$ cat src/shared/sensor_io_pkg.sv
package sensor_io_pkg;

  // byte addresses of the command word (bits 14:8)
  localparam logic [6:0] ADDR_AUX_LO = 7'h30;
  localparam logic [6:0] ADDR_AUX_HI = 7'h31;
  localparam logic [6:0] ADDR_IO_LO = 7'h32;
  localparam logic [6:0] ADDR_IO_HI = 7'h33;
  localparam logic [6:0] ADDR_MISC_LO = 7'h34;
  localparam logic [6:0] ADDR_MISC_HI = 7'h35;
  localparam logic [6:0] ADDR_CMD_LO = 7'h3e;
  localparam logic [6:0] ADDR_CMD_HI = 7'h3f;

  // command word layout
  localparam int CMD_WRITE_BIT = 15;

  // misc_control fields
  localparam int MISC_DRDY_LINE = 0;
  localparam int MISC_DRDY_POL = 1;
  localparam int MISC_DRDY_EN = 2;
  localparam int MISC_ORIGIN = 6;
  localparam int MISC_BIAS = 7;
  localparam int MISC_STIM_POS = 8;
  localparam int MISC_STIM_NEG = 9;
  localparam int MISC_SELFTEST = 10;
  localparam int MISC_MEMTEST = 11;
  localparam logic [9:0] MISC_STORE_MASK = 10'h3c7;

  // command_trigger fields
  localparam int CMD_DAC_LATCH = 2;

  // io_line_control fields
  localparam int IO_DIR_LSB = 0;
  localparam int IO_LVL_LSB = 8;
  localparam int IO_EXT_CLK_LINE = 3;

  // values after reset
  localparam logic [15:0] IO_RESET = 16'h0000;
  localparam logic [15:0] MISC_RESET = 16'h0006;
  localparam logic [15:0] AUX_RESET = 16'h0000;

  // data-ready pulse timing
  localparam longint unsigned CLK_HZ = 25_000_000;
  localparam longint unsigned DRDY_MIN_US = 100;
  localparam longint unsigned DRDY_MAX_US = 200;
  localparam longint unsigned DRDY_MIN_CYC =
    (DRDY_MIN_US * CLK_HZ + 64'd999_999) / 64'd1_000_000;
  localparam longint unsigned DRDY_MAX_CYC =
    (DRDY_MAX_US * CLK_HZ) / 64'd1_000_000;
  localparam int DRDY_CNT_W = 13;
  localparam logic [12:0] DRDY_CYCLES = DRDY_MIN_CYC[12:0];

  typedef enum logic [0:0] {
    OP_IDLE = 1'b0,
    OP_BUSY = 1'b1
  } op_state_e;

endpackage

$ cat src/shared/op_if.sv
`timescale 1ns/1ns
`default_nettype none
interface op_if #(parameter int W = 1);
  logic start;
  logic done;
  logic [W-1:0] fail;
  modport trig (output start, input done, input fail);
  modport engine (input start, output done, output fail);
endinterface
`default_nettype wire

$ cat src/hdl/op_trigger.sv
`timescale 1ns/1ns
`default_nettype none
module op_trigger #(parameter int W = 1) (
  // clock and reset
  input wire logic clock,
  input wire logic sys_rst,
  // software trigger
  input wire logic arm,
  output logic busy,
  output logic [W-1:0] result_reg,
  // engine side
  op_if.trig op
);
  import sensor_io_pkg::*;

  op_state_e state_reg;
  logic start_reg;

  always_ff @(posedge clock) begin
    if (sys_rst) begin
      state_reg <= OP_IDLE;
      start_reg <= 1'b0;
    end else begin
      start_reg <= arm && (state_reg == OP_IDLE);
      unique case (state_reg)
        OP_IDLE: if (arm) state_reg <= OP_BUSY;
        OP_BUSY: if (op.done && !start_reg) state_reg <= OP_IDLE;
      endcase
    end
  end

  // result kept until the next completion
  always_ff @(posedge clock) begin
    if (sys_rst) begin
      result_reg <= '0;
    end else if (state_reg == OP_BUSY && op.done && !start_reg) begin
      result_reg <= op.fail;
    end
  end

  assign op.start = start_reg;
  assign busy = (state_reg == OP_BUSY);
endmodule // op_trigger
`default_nettype wire

$ cat src/hdl/sensor_io_ctrl.sv
// How it works
// - io lines 1-2: data ready wins, then alarm, then general-purpose control
// - io_line_control bits 3:0 set line direction, one means output
// - bits 11:8 drive output lines; reads return pin state for inputs
// - line 4 input and zero increment select external sample edges
// - after reset data ready drives line 1 active high
// - data-ready pulse lasts between 100 and 200 microseconds
// - misc bit 2 enable, bit 1 polarity, bit 0 line select
// - memory-test bit starts flash check; result to flag, bit self-clears
// - self-test bit runs routine, posts flags, clears when done
// - misc bits 9 and 8 apply negative and positive stimulus while set
// - misc bit 7 bias correction, bit 6 origin alignment enable
// - aux converter register holds 12-bit code, upper bits unused
// - converter input changes only on latch command, both bytes together
// - every trigger bit returns to zero after its operation
`timescale 1ns/1ns
`default_nettype none
module sensor_io_ctrl (
  // clock and reset
  input wire logic clock,
  input wire logic sys_rst,
  // serial command words
  input wire logic cmd_valid,
  input wire logic [15:0] cmd_word,
  output logic [15:0] rd_word,
  // io lines
  input wire logic [3:0] io_in,
  output logic [3:0] io_out,
  output logic [3:0] io_oe,
  // alarm indicator
  input wire logic alarm_out_en,
  input wire logic alarm_polarity,
  input wire logic alarm_line_sel,
  input wire logic alarm_active,
  // sampling
  input wire logic [6:0] sample_incr,
  input wire logic internal_tick,
  output logic sample_tick,
  input wire logic outputs_written,
  // sensor controls
  output logic bias_comp_en,
  output logic origin_align_en,
  output logic stim_neg,
  output logic stim_pos,
  // converter
  output logic [11:0] dac_input,
  // memory test
  output logic memtest_start,
  input wire logic memtest_done,
  input wire logic memtest_fail,
  output logic flash_check_flag,
  // internal self-test
  output logic selftest_start,
  input wire logic selftest_done,
  input wire logic [5:0] selftest_fail,
  output logic [5:0] selftest_flags,
  output logic selftest_error
);
  import sensor_io_pkg::*;

  logic [15:0] io_reg;
  logic [9:0] misc_reg;
  logic [11:0] aux_reg;
  logic [DRDY_CNT_W-1:0] drdy_cnt_reg;
  logic line4_prev_reg;
  logic mem_busy, st_busy;
  logic [15:0] misc_view, io_view;
  logic [6:0] addr;
  logic is_write, wr, rd, drdy_active, ext_mode, ext_edge;

  op_if #(.W(1)) mem_op ();
  op_if #(.W(6)) st_op ();

  assign addr = cmd_word[14:8];
  assign is_write = cmd_word[CMD_WRITE_BIT];
  assign wr = cmd_valid && is_write;
  assign rd = cmd_valid && !is_write;

  // io_line_control storage
  always_ff @(posedge clock) begin
    if (sys_rst) begin
      io_reg <= IO_RESET;
    end else if (wr && addr == ADDR_IO_LO) begin
      io_reg[3:0] <= cmd_word[3:0];
    end else if (wr && addr == ADDR_IO_HI) begin
      io_reg[11:8] <= cmd_word[3:0];
    end
  end

  // misc_control storage; bits 11:10 live in the trigger units
  always_ff @(posedge clock) begin
    if (sys_rst) begin
      misc_reg <= MISC_RESET[9:0];
    end else if (wr && addr == ADDR_MISC_LO) begin
      misc_reg[7:0] <= cmd_word[7:0] & MISC_STORE_MASK[7:0];
    end else if (wr && addr == ADDR_MISC_HI) begin
      misc_reg[9:8] <= cmd_word[1:0];
    end
  end

  // aux converter: staged value, then latched both bytes at once
  always_ff @(posedge clock) begin
    if (sys_rst) begin
      aux_reg <= AUX_RESET[11:0];
    end else if (wr && addr == ADDR_AUX_LO) begin
      aux_reg[7:0] <= cmd_word[7:0];
    end else if (wr && addr == ADDR_AUX_HI) begin
      aux_reg[11:8] <= cmd_word[3:0];
    end
  end

  // latch completes in one cycle, so the trigger bit never reads back set
  always_ff @(posedge clock) begin
    if (sys_rst) begin
      dac_input <= AUX_RESET[11:0];
    end else if (wr && addr == ADDR_CMD_LO && cmd_word[CMD_DAC_LATCH]) begin
      dac_input <= aux_reg;
    end
  end

  op_trigger #(.W(1)) mem_trig (
    .clock(clock),
    .sys_rst(sys_rst),
    .arm(wr && addr == ADDR_MISC_HI && cmd_word[MISC_MEMTEST - 8]),
    .busy(mem_busy),
    .result_reg(flash_check_flag),
    .op(mem_op)
  );

  op_trigger #(.W(6)) st_trig (
    .clock(clock),
    .sys_rst(sys_rst),
    .arm(wr && addr == ADDR_MISC_HI && cmd_word[MISC_SELFTEST - 8]),
    .busy(st_busy),
    .result_reg(selftest_flags),
    .op(st_op)
  );

  assign memtest_start = mem_op.start;
  assign mem_op.done = memtest_done;
  assign mem_op.fail = memtest_fail;
  assign selftest_start = st_op.start;
  assign st_op.done = selftest_done;
  assign st_op.fail = selftest_fail;
  assign selftest_error = |selftest_flags;

  // trigger bits read as busy, so they drop on completion
  assign misc_view = {4'h0, mem_busy, st_busy, misc_reg};
  always_comb begin
    io_view = {4'h0, 4'h0, 4'h0, io_reg[3:0]};
    for (int i = 0; i < 4; i++) begin
      io_view[IO_LVL_LSB + i] = io_reg[IO_DIR_LSB + i] ?
        io_reg[IO_LVL_LSB + i] : io_in[i];
    end
  end

  // read answer held for the next transfer
  always_ff @(posedge clock) begin
    if (sys_rst) begin
      rd_word <= 16'h0000;
    end else if (rd) begin
      unique case (addr)
        ADDR_IO_LO, ADDR_IO_HI: rd_word <= io_view;
        ADDR_MISC_LO, ADDR_MISC_HI: rd_word <= misc_view;
        ADDR_AUX_LO, ADDR_AUX_HI: rd_word <= {4'h0, aux_reg};
        default: rd_word <= 16'h0000;
      endcase
    end
  end

  assign stim_neg = misc_reg[MISC_STIM_NEG];
  assign stim_pos = misc_reg[MISC_STIM_POS];
  assign bias_comp_en = misc_reg[MISC_BIAS];
  assign origin_align_en = misc_reg[MISC_ORIGIN];

  // external sample clock on line 4; follows the pin through reset so a
  // line held high at release gives no false edge
  always_ff @(posedge clock) begin
    line4_prev_reg <= io_in[IO_EXT_CLK_LINE];
  end
  assign ext_mode = !io_reg[IO_EXT_CLK_LINE] && sample_incr == 7'h00;
  assign ext_edge = io_in[IO_EXT_CLK_LINE] && !line4_prev_reg;
  assign sample_tick = ext_mode ? ext_edge : internal_tick;

  // fixed-length pulse sits at the short end of the allowed window
  always_ff @(posedge clock) begin
    if (sys_rst) begin
      drdy_cnt_reg <= '0;
    end else if (drdy_active) begin
      drdy_cnt_reg <= drdy_cnt_reg - 13'h0001;
    end else if (outputs_written && misc_reg[MISC_DRDY_EN]) begin
      drdy_cnt_reg <= DRDY_CYCLES;
    end
  end
  assign drdy_active = drdy_cnt_reg != '0;

  // line ownership: data ready, then alarm, then general-purpose
  always_comb begin
    for (int i = 0; i < 4; i++) begin
      io_oe[i] = io_reg[IO_DIR_LSB + i];
      io_out[i] = io_reg[IO_LVL_LSB + i];
      if (i < 2 && alarm_out_en && alarm_line_sel == i[0]) begin
        io_oe[i] = 1'b1;
        io_out[i] = alarm_active ^ !alarm_polarity;
      end
      if (i < 2 && misc_reg[MISC_DRDY_EN] &&
          misc_reg[MISC_DRDY_LINE] == i[0]) begin
        io_oe[i] = 1'b1;
        io_out[i] = drdy_active ^ !misc_reg[MISC_DRDY_POL];
      end
    end
  end

  // assertion helpers
  logic [DRDY_CNT_W-1:0] drdy_len_reg;
  always_ff @(posedge clock) begin
    if (sys_rst) drdy_len_reg <= '0;
    else if (drdy_active) drdy_len_reg <= drdy_len_reg + 13'h0001;
    else drdy_len_reg <= '0;
  end
endmodule // sensor_io_ctrl
`default_nettype wire

$ cat config.mk
export PLATFORM = sky130hd
export DESIGN_NAME = sensor_io_ctrl
export DESIGN_NICKNAME = d
export VERILOG_FILES = /design/src/shared/sensor_io_pkg.sv /design/src/shared/op_if.sv /design/src/hdl/op_trigger.sv /design/src/hdl/sensor_io_ctrl.sv
export SDC_FILE = /design/constraint.sdc
export NUM_CORES = 1
export LEC_CHECK = 0
export BUFFER_PORTS_ARGS = -buffer_cell sky130_fd_sc_hd__buf_2
export CAP_MARGIN = 25
export CORE_UTILIZATION = 45
export CTS_BUF_LIST = sky130_fd_sc_hd__clkbuf_16
export CTS_CLUSTER_SIZE = 10
export DETAILED_ROUTE_END_ITERATION = 7
export GPL_TIMING_DRIVEN = 0
export PLACE_DENSITY_LB_ADDON = 0.12
export SLEW_MARGIN = 20
export SYNTH_ARGS = -nofsm -noshare
export SYNTH_HDL_FRONTEND = slang
export SYNTH_SLANG_ARGS = --single-unit
$ cat constraint.sdc
create_clock -name clock -period 2.73 [get_ports clock]
set_input_delay 0.546 -clock clock [delete_from_list [all_inputs] [get_ports clock]]
set_output_delay 0.546 -clock clock [all_outputs]
set_load 0.005 [all_outputs]
* Word-level counts from Yosys, hierarchy flattened *
Cells that the tools add are included.

operators by class
  add/subtract/negate cells = 1
  eq/ne operators = 7
  multiplexer cells = 22
  bitwise gates (word level) = 9
  reduce and logical (&&, ||, !) cells = 44

operators with widths
  cell                   count
  $eq 7x6->1 const B     7
  $pmux 12 s3            1
  $logic_and 1x1->1      27
  $mux 13                2
  $mux 1                 17
  $reduce_bool 13->1     1
  $sub 13x1->13 const B  1
  $logic_not 1->1        7
  $logic_not 7->1        1
  $not 1->1              7
  $reduce_and 2->1       3
  $reduce_or 2->1        3
  $reduce_or 6->1        1
  $pmux 1 s2             2
  $reduce_bool 2->1      1
  $xor 1x1->1            2

storage, ports and cells
  bits in registers = 80
  bits of input ports = 45
  word-level logic and storage cells = 99

* Longest topological paths before layout *
  depth in word-level cells = 5
  gate-level depth with buffers = 7
  depth with buffers taken out = 6

* Hierarchy *
From an unflattened synthesis, not the netlist that was laid out.

unflattened totals
  cells, all modules = 393
  area, all modules = 3478.3 um2

modules (own cells, without submodules)
  module                 times used  cells each  area each (um2)  sequential area each (um2)
  sensor_io_ctrl         1           351         3021.6           1301.2
  op_trigger (st_trig)   1           32          340.3            160.2
  op_trigger (mem_trig)  1           10          116.4            60.1

* Worst setup path before layout *
Ideal clock, no wire load.

  path type = register to output
  from = register drdy_cnt_reg[0]
  to = output port io_out[1]
  arrival time = 1.726 ns
  required time = 2.184 ns
  setup slack = 0.458 ns
  stages on the path, launching flop included = 7
  buffers on the path = 0
  cell sequence = dfxtp_1 -> inv_1 -> ha_1 -> or4b_1 -> nor3_2 -> xnor2_1 -> a31oi_1

between the ends
  longest elaborated chain between the ends = 3

ends and longest elaborated chain
  element                 line                   RTL
  from (decl)             sensor_io_ctrl.sv:64   logic [DRDY_CNT_W-1:0] drdy_cnt_reg;
  from (signal assigned)  sensor_io_ctrl.sv:190  drdy_cnt_reg <= drdy_cnt_reg - 13'h0001;
  $reduce_bool 13->1      sensor_io_ctrl.sv:195  assign drdy_active = drdy_cnt_reg != '0;
  $xor 1x1->1             sensor_io_ctrl.sv:209  io_out[i] = drdy_active ^ !misc_reg[MISC_DRDY_POL];
  $mux 1                  sensor_io_ctrl.sv:206  if (i < 2 && misc_reg[MISC_DRDY_EN] &&
  to (decl)               sensor_io_ctrl.sv:28   output logic [3:0] io_out,

Every way passes these cells.

* Worst setup path after layout *
  from = register drdy_cnt_reg[1]
  to = output port io_out[1]

The elaborated chain is that of the path after synthesis.

==> results.txt <==
Worst-Skew Late Latency = 340 ps
Final net count = 563
CP Capture Type = output port
Residual DRC = 0
DR pass1 iterations = 6
Max reg flops = 13
Library cells used by synthesis = 50
Largest net degree at the start of global routing = 13
Final ANT Viol Nets = 0
Crit-path cells = inv_2, ha_2, or4b_4, nor3_4, xnor2_2, a31oi_1, buf_2
Relative slew slack = 0.4657
Startpoint Class = register
Worst EP required = 2180 ps
Via density = 5.519
Max-cap violation count = 0
Final Max Tran Viols = 0
Leak pwr = 1.866 nW
Measured slew at the worst slew-check pin = 800.0 ps
Clk root buf = clkbuf_16
Arrival time worst endpoint = 2090 ps
RePlAce Congestion = 0.8344
Worst vdd ir = 0.0005002 V
Cell count after placement = 601
Setup Crit Path Kind = register to output port
Hold_ws = 344.8 ps
Area leader, netlist = dfxtp_1
Clk pwr share = 0.401
Core ar. = 0.007292 mm2
Row cnt = 31
Final HPWL DP = 6.775 mm
Area contributors post-synth = dfxtp_1, a21oi_1, nand2_1, mux2i_1, nand3_1
Setup violations, final = 0
Gate power share = 0.217
Fin crit period = 2637 ps
Port Buffers = 89
Power per cell area = 760.8 mW/mm2
TritonCTS clock tree = done
CP max stage cell = or4b_4
CTS Hold Bufs = 0
Max incr delay on CP = 500 ps
Ant diodes = 0
Post-Layout Cell Count = 620
Number of global-route vias before repair = 3112
Sw Ratio = 0.2823
Synthesized flop and latch total = 76
Worst hold-check path type = primary input to register
Clk_skew = 7.423 ps
P&R area growth vs syn = 28.02%
Post-place setup slack = 79.67 ps
Setup TNS = 0 ps
Cell with the most instances after synthesis = dfxtp_1
DIE AREA = 0.007934 mm2
Crit-path max FO = 4
Async SR Flop Fraction = 0
Switching power = 0.0009381 W
Pint = 0.002385 W
Initial antenna violation count = 0
Post-synth EDFFs = 0
Die X = 89.08 um
Initial DRC Count = 204
Register area share after synthesis = 0.4459
YS warnings = 0
Post-synthesis instance total = 410
H-Tree Depth = 3
GR Overflow Total = 0
Overall Global Routing Usage = 0.2483
Drt wl/cell = 15.56 um
Fin worst setup slack = 92.98 ps
I/O pins = 96
Fraction of layout cells with a size suffix above 1 = 0.2457
Flop pwr share = 0.381
RSZ-0062 raised after global routing = no
Routed Wire Length = 9.650 mm
Top-area cell type share of the netlist area = 0.4459
Fin crit share = 0.9659
Clock buffer depth = 2
Synth Area per Inst = 8.322 um2
Fmax achieved = 379.2 MHz
Hold Vio Cnt, Final = 0
Post-synth top flop = dfxtp_1
Most frequent cells after synthesis = dfxtp_1, nand2_1, a21oi_1
Clk slew on worst S/H paths = 60 ps
DR vias = 3422
Status = finished clean
Starting Density = 0.4679
TritonCTS Sinks = 76
Area of the mapped netlist = 0.003412 mm2
First-pass GRT wire length = 14.79 mm
Vert. Die Dim = 89.08 um
CTS buffer count = 9
[per-stage QoR]
stage / util / total power (W) / cell area (um2)
after floorplan: - / 0.001742 / 3423
after global placement: 0.5475 / 0.001898 / 3993
after detailed placement: 0.5475 / 0.001917 / 3993
after CTS: 0.5949 / 0.003275 / 4338
after global routing: 0.5990 / 0.003469 / 4368
final: 0.5990 / 0.003323 / 4368
[what timing repair did]
item,4_1_cts,5_1_grt
setup buffers,1,2
hold endpoints to repair,0,0
gates resized for setup,1,6
pin swaps,1,2
setup endpoints to repair,2,2
[power groups by stage]
stage	sequential, W	combinational (W)	clock, W
3_5_place_dp	0.00128	0.000635	0
2_1_floorplan	0.00126	0.000481	0
4_1_cts	0.00126	0.000672	0.00134
3_3_place_gp	0.00128	0.000620	0
5_1_grt	0.00128	0.000803	0.00139
6_report	0.00127	0.000723	0.00133
[per-layer routing]
layer | wire (um) | GRT usage
met1 | 4378 | 0.3143
met2 | 4322 | 0.4140
met3 | 728 | 0.05171
met4 | 221 | 0.1025
met5 | 0 | 0
[final timing paths]
path,start,end,slack (ps),cells past startpoint
worst max register to register,drdy_cnt_reg[1]$_SDFFE_PP0P_,drdy_cnt_reg[6]$_SDFFE_PP0P_,450,7
worst max-delay path,drdy_cnt_reg[1]$_SDFFE_PP0P_,io_out[1],90,7
worst min register to register,dac_input[3]$_SDFFE_PP0P_,dac_input[3]$_SDFFE_PP0P_,450,2
worst min-delay path,io_in[3],line4_prev_reg$_DFF_P_,340,1
[cell type report]
cell class                      count  area, um2
Clock buffer                        9      225.2
Tap cell                           99      123.9
Timing Repair Buffer               92      467.9
Multi-Input combinational cell    300       1748
Buffer                             29      143.9
Clock inverter                      7      106.4
Sequential cell                    76       1523
Fill cell                         701       2924
Inverter                            8      30.03
[cells by family after synthesis]
family / after synthesis / synth area share
and+or+nand+nor: 181 / 0.2655
AOI/OAI and AO/OA: 90 / 0.1617
DFF: 76 / 0.4459
buffers and inverters: 37 / 0.05097
muxes: 21 / 0.06234
adders and majority gates: 2 / 0.007333
xor gates and xnor gates: 2 / 0.005135
other: 1 / 0.001099
[worst max-delay path, delay by kind of cell (launching register included)]
family,cells,cell delay (ps)
AND/OR/NAND/NOR,2,760
flip-flops,1,350
buffers and inverters,2,210
adder cells (fa/ha/maj),1,170
AO/OA/AOI/OAI,1,170
XOR/XNOR,1,100
[cells in the final DEF (no fill, tap or decap), types with 4 or more instances in the layout]
cell        n
clkbuf_16   9
dfxtp_1    75
or4_1       4
buf_2      90
nand3_1    27
a22oi_1     5
o21ai_0     7
nand3b_1    5
mux2i_1    19
buf_4      12
a211oi_1    7
nor3_1      8
nand2_1    68
inv_1       7
a31oi_1     4
conb_1      4
nor4_1      4
clkbuf_1   17
nor2b_1     7
nor2_1     27
a21oi_1    52
or3_1       5
Power figures use the tool's default switching activity.
